--- config.mk ---
export PLATFORM = sky130hd
export DESIGN_NAME = drf_top
export DESIGN_NICKNAME = d
export VERILOG_FILES = /design/src/rtl/drf_pkg.sv /design/src/rtl/drf_top.sv
export SDC_FILE = /design/constraint.sdc
export NUM_CORES = 1
export LEC_CHECK = 0
export BUFFER_PORTS_ARGS = -buffer_cell sky130_fd_sc_hd__buf_4
export CORE_MARGIN = 2
export CORE_UTILIZATION = 40
export DETAILED_ROUTE_END_ITERATION = 8
export GPL_ROUTABILITY_DRIVEN = 0
export SYNTH_ARGS = -nofsm -noshare
export SYNTH_HDL_FRONTEND = slang
export SYNTH_SLANG_ARGS = --single-unit
--- constraint.sdc ---
create_clock -name pclk -period 3 [get_ports pclk]
set_clock_uncertainty 0.15 [all_clocks]
set_input_delay 0.45 -clock pclk [delete_from_list [all_inputs] [get_ports pclk]]
set_output_delay 0.45 -clock pclk [all_outputs]
set_load 0.1 [all_outputs]
--- src/rtl/drf_pkg.sv ---
// Constants, register map and state type of the DRAM refresh block
// What this block does
// - Refresh requests happen only in enhanced mode, never in compatible mode.
// - Each elapsed interval raises a memory read request to the bus interface unit.
// - A matching chip select is asserted and its ready and wait states apply.
// - With no chip select hit, the cycle ends only on external ready.
// - A pending refresh withdraws the bus grant even while hold stays requested.
// - Refresh registers are accessible in enhanced mode; reserved fields read zero.
// - In compatible mode writes do nothing and reads return no valid data.
// - Partition bits 15..9 form address bits 19..13; bits 8..0 read zero.
// - Address bits 9..1 are the row counter, 12..10 zero, bit 0 one.
// - The row counter steps as a linear feedback shift register.
// - Reset clears the partition field.
// - Writing the enable bit set starts the unit and loads countdown from prescale.
// - The countdown decrements once per processor output clock.
// - At countdown one a refresh is requested and the countdown reloads.
// - Clearing enable zeroes the countdown, stops requests, keeps the row counter.
// - Power-save division slows the refresh clock by the division factor.
// - Enhanced mode follows an attached coprocessor or reset output loopback.
package drf_pkg;

  // Register indices; byte address is four times the index
  localparam logic [7:0]  IDX_PARTITION = 8'hE0;
  localparam logic [7:0]  IDX_PRESCALE  = 8'hE2;
  localparam logic [7:0]  IDX_ENABLE    = 8'hE4;
  localparam logic [7:0]  IDX_POWER_DIV = 8'hF0;
  localparam int          ADDR_W        = 12;

  // Field layout
  localparam int          PART_LSB      = 9;
  localparam int          PART_W        = 7;
  localparam int          PRE_W         = 9;
  localparam int          ENABLE_BIT    = 15;
  localparam int          PD_ENABLE_BIT = 15;
  localparam int          PD_SEL_W      = 2;
  localparam int          ZERO_HI_W     = 3;
  localparam int          WS_W          = 4;

  // Reset values and counter constants
  localparam logic [6:0]  PARTITION_RST = 7'h00;
  localparam logic [8:0]  PRESCALE_RST  = 9'h000;
  localparam logic [8:0]  COUNT_CLEAR   = 9'h000;
  localparam logic [8:0]  COUNT_FIRE    = 9'h001;
  localparam logic [8:0]  ROW_SEED      = 9'h001;
  localparam int          LFSR_TAP      = 4;

  // Power-save divide masks for select 0..3 (divide by 1, 4, 8, 16)
  localparam logic [3:0]  DIV_MASK_0    = 4'h0;
  localparam logic [3:0]  DIV_MASK_1    = 4'h3;
  localparam logic [3:0]  DIV_MASK_2    = 4'h7;
  localparam logic [3:0]  DIV_MASK_3    = 4'hF;

  typedef enum logic [2:0]
  {
    ST_IDLE   = 3'b001,
    ST_WAITST = 3'b010,
    ST_READY  = 3'b100
  } drf_state_t;

endpackage

--- src/rtl/drf_top.sv ---
// DRAM refresh control block with APB register slave
//
// Chosen here: the APB register port.
`timescale 1ns/100ps
`default_nettype none
module drf_top
(
  // Clock, reset, enable
  input  wire logic        pclk,
  input  wire logic        presetn,
  input  wire logic        ce,
  // APB slave
  input  wire logic        psel,
  input  wire logic        penable,
  input  wire logic        pwrite,
  input  wire logic [11:0] paddr,
  input  wire logic [31:0] pwdata,
  output logic      [31:0] prdata,
  output logic             pready,
  output logic             pslverr,
  // Mode pins
  input  wire logic        coproc_present,
  input  wire logic        reset_loopback,
  // Bus hold
  input  wire logic        hold_req,
  output logic             bus_grant_out,
  // Bus interface unit
  output logic             refresh_req,
  output logic      [19:0] refresh_addr,
  input  wire logic        biu_refresh_start,
  output logic             refresh_done,
  // Chip select and ready
  input  wire logic        cs_hit,
  input  wire logic        cs_use_ready,
  input  wire logic [3:0]  cs_wait_states,
  output logic             refresh_cs_en,
  input  wire logic        ext_ready
);

  // Address match of one register index
  function automatic logic reg_hit(input logic [11:0] a, input logic [7:0] idx);
    return a == {2'b00, idx, 2'b00};
  endfunction

  // Divide mask from power-save select
  function automatic logic [3:0] div_mask(input logic [1:0] sel);
    case (sel)
      2'b00:   return drf_pkg::DIV_MASK_0;
      2'b01:   return drf_pkg::DIV_MASK_1;
      2'b10:   return drf_pkg::DIV_MASK_2;
      default: return drf_pkg::DIV_MASK_3;
    endcase
  endfunction

  // Next row counter value
  function automatic logic [8:0] lfsr_next(input logic [8:0] r);
    return {r[7:0], r[8] ^ r[drf_pkg::LFSR_TAP]};
  endfunction

  logic [3:0]  meta_ff;
  logic [3:0]  sync_ff;
  logic [6:0]  part_ff;
  logic [8:0]  pre_ff;
  logic        en_ff;
  logic        pd_en_ff;
  logic [1:0]  pd_sel_ff;
  logic [3:0]  div_cnt_ff;
  logic [8:0]  cnt_ff;
  logic [8:0]  row_ff;
  logic        pending_ff;
  logic        grant_ff;
  logic        cs_sel_ff;
  logic        cs_rdy_ff;
  logic [3:0]  ws_ff;
  logic        done_ff;
  logic [31:0] prdata_ff;
  drf_pkg::drf_state_t state_ff;
  drf_pkg::drf_state_t nxt_state;

  // Pin synchronisers
  always_ff @(posedge pclk or negedge presetn)
  begin
    if (!presetn)
    begin
      meta_ff <= 4'h0;
      sync_ff <= 4'h0;
    end
    else if (ce)
    begin
      meta_ff <= {ext_ready, hold_req, reset_loopback, coproc_present};
      sync_ff <= meta_ff;
    end
  end

  // Enhanced mode from coprocessor or reset loopback
  // mode selection
  wire enhanced = sync_ff[0] | sync_ff[1];
  wire hold_s   = sync_ff[2];
  wire rdy_s    = sync_ff[3];

  // APB decode
  wire setup    = psel & ~penable;
  wire access   = psel & penable;
  wire hit_part = reg_hit(paddr, drf_pkg::IDX_PARTITION);
  wire hit_pre  = reg_hit(paddr, drf_pkg::IDX_PRESCALE);
  wire hit_en   = reg_hit(paddr, drf_pkg::IDX_ENABLE);
  wire hit_pd   = reg_hit(paddr, drf_pkg::IDX_POWER_DIV);
  wire mapped   = hit_part | hit_pre | hit_en | hit_pd;
  wire wr_ok    = access & pwrite & enhanced & ce;
  wire wr_part  = wr_ok & hit_part;
  wire wr_pre   = wr_ok & hit_pre;
  wire wr_en    = wr_ok & hit_en;
  wire wr_pd    = wr_ok & hit_pd;
  wire en_bit   = pwdata[drf_pkg::ENABLE_BIT];

  assign pready  = ce;
  assign pslverr = access & ~(mapped & enhanced);

  // Read mux, reserved bits read zero
  // partition readback
  wire [31:0] rd_part = {16'h0000, part_ff, 9'h000};
  wire [31:0] rd_pre  = {23'h000000, pre_ff};
  wire [31:0] rd_en   = {16'h0000, en_ff, 6'h00, cnt_ff};
  wire [31:0] rd_pd   = {16'h0000, pd_en_ff, 13'h0000, pd_sel_ff};
  wire [31:0] rd_mux  = hit_part ? rd_part :
                        hit_pre  ? rd_pre  :
                        hit_en   ? rd_en   :
                        hit_pd   ? rd_pd   : 32'h00000000;

  // no valid data in compatible mode
  always_ff @(posedge pclk or negedge presetn)
  begin
    if (!presetn)
      prdata_ff <= 32'h00000000;
    else if (ce && setup)
      prdata_ff <= (enhanced && !pwrite) ? rd_mux : 32'h00000000;
  end
  assign prdata = prdata_ff;

  // Configuration registers
  // partition cleared on reset
  always_ff @(posedge pclk or negedge presetn)
  begin
    if (!presetn)
    begin
      part_ff   <= drf_pkg::PARTITION_RST;
      pre_ff    <= drf_pkg::PRESCALE_RST;
      en_ff     <= 1'b0;
      pd_en_ff  <= 1'b0;
      pd_sel_ff <= 2'b00;
    end
    else if (ce)
    begin
      if (wr_part)
        part_ff <= pwdata[drf_pkg::PART_LSB +: drf_pkg::PART_W];
      if (wr_pre)
        pre_ff <= pwdata[drf_pkg::PRE_W-1:0];
      if (wr_en)
        en_ff <= en_bit;
      if (wr_pd)
      begin
        pd_en_ff  <= pwdata[drf_pkg::PD_ENABLE_BIT];
        pd_sel_ff <= pwdata[drf_pkg::PD_SEL_W-1:0];
      end
    end
  end

  // Processor output clock tick, slowed in power-save
  // clock division
  wire [3:0] mask = pd_en_ff ? div_mask(pd_sel_ff) : drf_pkg::DIV_MASK_0;
  wire       tick = (div_cnt_ff & mask) == mask;

  always_ff @(posedge pclk or negedge presetn)
  begin
    if (!presetn)
      div_cnt_ff <= 4'h0;
    else if (ce)
      div_cnt_ff <= tick ? 4'h0 : div_cnt_ff + 4'h1;
  end

  // Countdown
  // unit idle outside enhanced mode
  wire run  = en_ff & enhanced;
  wire fire = run & tick & (cnt_ff == drf_pkg::COUNT_FIRE) & ~wr_en & ce;
  logic [8:0] nxt_cnt;
  always_comb
  begin
    nxt_cnt = cnt_ff;
    if (wr_en && !en_bit)
      nxt_cnt = drf_pkg::COUNT_CLEAR;
    else if (wr_en && en_bit)
      nxt_cnt = pre_ff;
    else if (fire)
      nxt_cnt = pre_ff;
    else if (run && tick)
      nxt_cnt = cnt_ff - 9'h001;
  end

  always_ff @(posedge pclk or negedge presetn)
  begin
    if (!presetn)
      cnt_ff <= drf_pkg::COUNT_CLEAR;
    else if (ce)
      cnt_ff <= nxt_cnt;
  end

  // Pending request and grant control
  wire idle         = state_ff == drf_pkg::ST_IDLE;
  wire start_accept = biu_refresh_start & refresh_req;
  wire nxt_pending  = fire | (pending_ff & ~start_accept & run);
  wire nxt_grant    = hold_s & ~nxt_pending & idle;

  always_ff @(posedge pclk or negedge presetn)
  begin
    if (!presetn)
    begin
      pending_ff <= 1'b0;
      grant_ff   <= 1'b0;
    end
    else if (ce)
    begin
      pending_ff <= nxt_pending;
      grant_ff   <= nxt_grant;
    end
  end

  // memory read request to bus interface unit
  assign refresh_req   = pending_ff & ~grant_ff & idle & enhanced;
  assign bus_grant_out = grant_ff;

  // Refresh cycle sequencing
  wire ws_zero  = ws_ff == 4'h0;
  wire cyc_done = (state_ff == drf_pkg::ST_WAITST && ws_zero && !cs_rdy_ff) ||
                  (state_ff == drf_pkg::ST_READY && rdy_s);
  always_comb
  begin
    case (state_ff)
      drf_pkg::ST_IDLE:
        nxt_state = !start_accept ? drf_pkg::ST_IDLE :
                    cs_hit ? drf_pkg::ST_WAITST : drf_pkg::ST_READY;
      drf_pkg::ST_WAITST:
        nxt_state = !ws_zero ? drf_pkg::ST_WAITST :
                    cs_rdy_ff ? drf_pkg::ST_READY : drf_pkg::ST_IDLE;
      drf_pkg::ST_READY:
        nxt_state = rdy_s ? drf_pkg::ST_IDLE : drf_pkg::ST_READY;
      default:
        nxt_state = drf_pkg::ST_IDLE;
    endcase
  end

  // chip select, its ready mode and wait states
  always_ff @(posedge pclk or negedge presetn)
  begin
    if (!presetn)
    begin
      state_ff  <= drf_pkg::ST_IDLE;
      cs_sel_ff <= 1'b0;
      cs_rdy_ff <= 1'b0;
      ws_ff     <= 4'h0;
      done_ff   <= 1'b0;
    end
    else if (ce)
    begin
      state_ff <= nxt_state;
      done_ff  <= cyc_done;
      if (start_accept)
      begin
        cs_sel_ff <= cs_hit;
        cs_rdy_ff <= cs_use_ready;
        ws_ff     <= cs_wait_states;
      end
      else if (state_ff == drf_pkg::ST_WAITST && !ws_zero)
        ws_ff <= ws_ff - 4'h1;
      else if (cyc_done)
        cs_sel_ff <= 1'b0;
    end
  end

  assign refresh_cs_en = cs_sel_ff & ~idle;
  assign refresh_done  = done_ff;

  // Row counter
  // LFSR stepping after each refresh
  always_ff @(posedge pclk or negedge presetn)
  begin
    if (!presetn)
      row_ff <= drf_pkg::ROW_SEED;
    else if (ce && cyc_done)
      row_ff <= lfsr_next(row_ff);
  end

  assign refresh_addr = {part_ff, {drf_pkg::ZERO_HI_W{1'b0}}, row_ff, 1'b1};
endmodule
`default_nettype wire

==> flow_metrics.env <==
export IMPL_cts_buffers=9
export IMPL_seq_area_mm2=0.00195
export IMPL_yosys_most_used_dff="dfrtp_1"
export IMPL_post_drt_wl_per_cell_um=15.1
export IMPL_nFillCells=945
export IMPL_drtIter0Drc=103
export IMPL_power_switching_w=0.000761
export IMPL_ctsHoldBuffers=0
export IMPL_p_sw_frac=0.329
export IMPL_synth_top_area_frac=0.486
export IMPL_yosysSeqAreaShare=0.500
export IMPL_cts_buffer_depth=2
export IMPL_power_frac_seq=0.504
export IMPL_dp_hpwl_mm=6.36
export IMPL_critPathCaptureType="output port"
export IMPL_worst_slack_ps=335
export IMPL_portBuffers=82
export IMPL_critPathArrivalTime_ps=2060
export IMPL_cp_slowest_cell="dfstp_2"
export IMPL_fin_setup_tns_ps=0
export IMPL_synth_edff_count=0
export IMPL_post_route_util=0.496
export IMPL_grt_max_degree=79
export IMPL_status="finished clean"
export IMPL_postCtsResizedCells=0
export IMPL_post_cts_buffers=0
export IMPL_avgSynthCellArea_um2=11.1
export IMPL_antenna_left=0
export IMPL_drcViolationCount=0
export IMPL_gr_usage_all_layers=0.171
export IMPL_hold_viol=0
export IMPL_area_growth_pct=22.4
export IMPL_most_common_layout_cells="90 x buf_4, 76 x dfrtp_1, 36 x mux2_2"
export IMPL_rsz0062_at_grt="false"
export IMPL_syn_cell_area_mm2=0.00391
export IMPL_clkSinkCount=78
export IMPL_slew_violations=0
export IMPL_synthTopCellsByArea="dfrtp_1 49%, mux2_2 10%, buf_4 4.0%"
export IMPL_insertion_delay_ps=350
export IMPL_vdd_ir_drop_max_uv=301
export IMPL_startpoint_type="flip-flop"
export IMPL_critPathMaxFanout=7
export IMPL_yosys_warnings=0
export IMPL_hold_path_class="in -> async"
export IMPL_multi_input_area_mm2=0.00177
export IMPL_initial_core_util=0.406
export IMPL_grt_ovfl_total=0
export IMPL_core_area_mm2=0.00964
export IMPL_layout_commonest_cell="buf_4"
export IMPL_die_h_um=103
export IMPL_combPwrFrac=0.172
export IMPL_maxCapViolations=0
export IMPL_cts_tree="done"
export IMPL_powerDensity_mw_per_mm2=483
export IMPL_grt_pass1_wl_mm=14.0
export IMPL_path_clk_slew_ps=90
export IMPL_htreeDepth=3
export IMPL_grt_pass1_vias=2844
export IMPL_period_minus_slack_ps=2660
export IMPL_internal_power_w=0.00155
export IMPL_fp_dieArea_mm2=0.0106
export IMPL_first_pass_iters=4
export IMPL_worstMarginPinSlew_ps=955
export IMPL_slew_headroom=0.363
export IMPL_critical_path_required_ps=2400
export IMPL_synth_largest_area_cell="dfrtp_1"
export IMPL_crit_type="reg -> out"
export IMPL_cts_root_buffer="clkbuf_8"
export IMPL_p_leak_nw=2.30
export IMPL_wl_mm=8.63
export IMPL_crit_chain="nor3b_1 -> and3_1 -> buf_4"
export IMPL_synth_cell_types=59
export IMPL_layout_nets=501
export IMPL_grt_antenna_before_repair=0
export IMPL_rows=36
export IMPL_max_freq_mhz=375
export IMPL_p_total_w=0.00231
export IMPL_syn_inst=351
export IMPL_async_flop_share=1.00
export IMPL_die_w_um=103
export IMPL_ys_seq_elements=78
export IMPL_slowest_delay_ps=600
export IMPL_antennaDiodeCount=0
export IMPL_io_pins=119
export IMPL_drive_gt1_frac=0.345
export IMPL_pre_cts_slack_ps=386
export IMPL_vias=2948
export IMPL_p_clk_frac=0.324
export IMPL_fin_crit_sh=0.888
export IMPL_avgViaCountPerCell=5.14
export IMPL_finalSetupViolations=0
path summary, 6_finish.rpt:
path,from,endpoint,slack (ps),depth (start not counted)
max,state_ff[0],refresh_req,340,3
min,presetn,pre_ff[3],100,1
max reg2reg,ws_ff[0],row_ff[4],530,7
min reg2reg,prdata[4],prdata[4],330,2
max in group asynchronous,presetn,pending_ff,2000,1
min in group pclk,pwdata[1],pre_ff[1],170,2
power by group through the flow:
stage	Combinational (W)	Clock, W	Sequential (W)
finish	0.000398	0.000749	0.00116
global route	0.000435	0.000822	0.00117
global placement	0.000397	0	0.00118
detailed placement	0.000401	0	0.00118
floorplan	0.000298	0	0.00119
CTS	0.000401	0.000777	0.00116
logic make-up (layout without fill, tap and decap cells):
family / count (synthesis) / in the layout / share of synthesized area
multiplexers: 40 / 40 / 0.114
flip-flops: 78 / 78 / 0.500
XOR/XNOR: 2 / 2 / 0.00448
AO/OA/AOI/OAI: 83 / 83 / 0.153
other: 2 / 20 / 0.00192
adder cells (fa/ha/maj): 6 / 6 / 0.0186
buffers and inverters: 43 / 114 / 0.0643
AND/OR/NAND/NOR: 97 / 97 / 0.144
Yosys cell counts (3+ instances only):
library cell / count
a22oi_1: 8
mux2i_1: 3
inv_1: 8
clkbuf_1: 10
a221o_1: 5
nor3b_1: 7
o21ai_0: 20
a21o_1: 6
o21a_1: 3
a31oi_1: 4
a22o_1: 8
mux2_2: 36
ha_1: 5
nor4_1: 5
dfrtp_1: 76
a21oi_1: 10
or3_1: 4
o2bb2ai_1: 7
nor3_1: 8
nor2_1: 13
and3_1: 4
buf_2: 3
nand3_1: 4
nand2_1: 26
buf_4: 21
and2_1: 3
per-stage QoR:
step / std cells / hold WS [ps] / instance area [um2]
5_1_grt: 573 / 151 / 4790
3_3_place_gp: 557 / 316 / 4600
3_5_place_dp: 557 / 324 / 4600
6_report: 573 / 96.7 / 4790
4_1_cts: 573 / 136 / 4790
2_1_floorplan: 369 / 4.41 / 3980
registers in the layout (all words and copies together), names as in the netlist:
name           flops
pd_sel_ff          2
cs_sel_ff          1
en_ff              1
part_ff            7
pre_ff             9
cs_rdy_ff          1
cnt_ff             9
prdata            16
bus_grant_out      1
pd_en_ff           1
ws_ff              4
sync_ff            4
div_cnt_ff         4
pending_ff         1
refresh_done       1
state_ff           3
meta_ff            4
row_ff             9
metal layers:
metal	track usage	wire length, um
met1	0.228	3730
met4	0.0425	53
met3	0.0502	484
met5	0	0
met2	0.277	4360
worst max-delay path: cells and delay by family, from the launching register on:
family	cells	cell delay, ps
simple gates	2	810
buf+inv	1	300
flops	1	600
cell type report:
cell class,instances,share of cell area
Inverter,8,0.00627
Multi-Input combinational cell,248,0.370
Sequential cell,78,0.408
Clock inverter,7,0.0131
Tap cell,133,0.0348
Timing Repair Buffer,90,0.141
Clock buffer,9,0.0259
(Power assumes the default switching activity.)
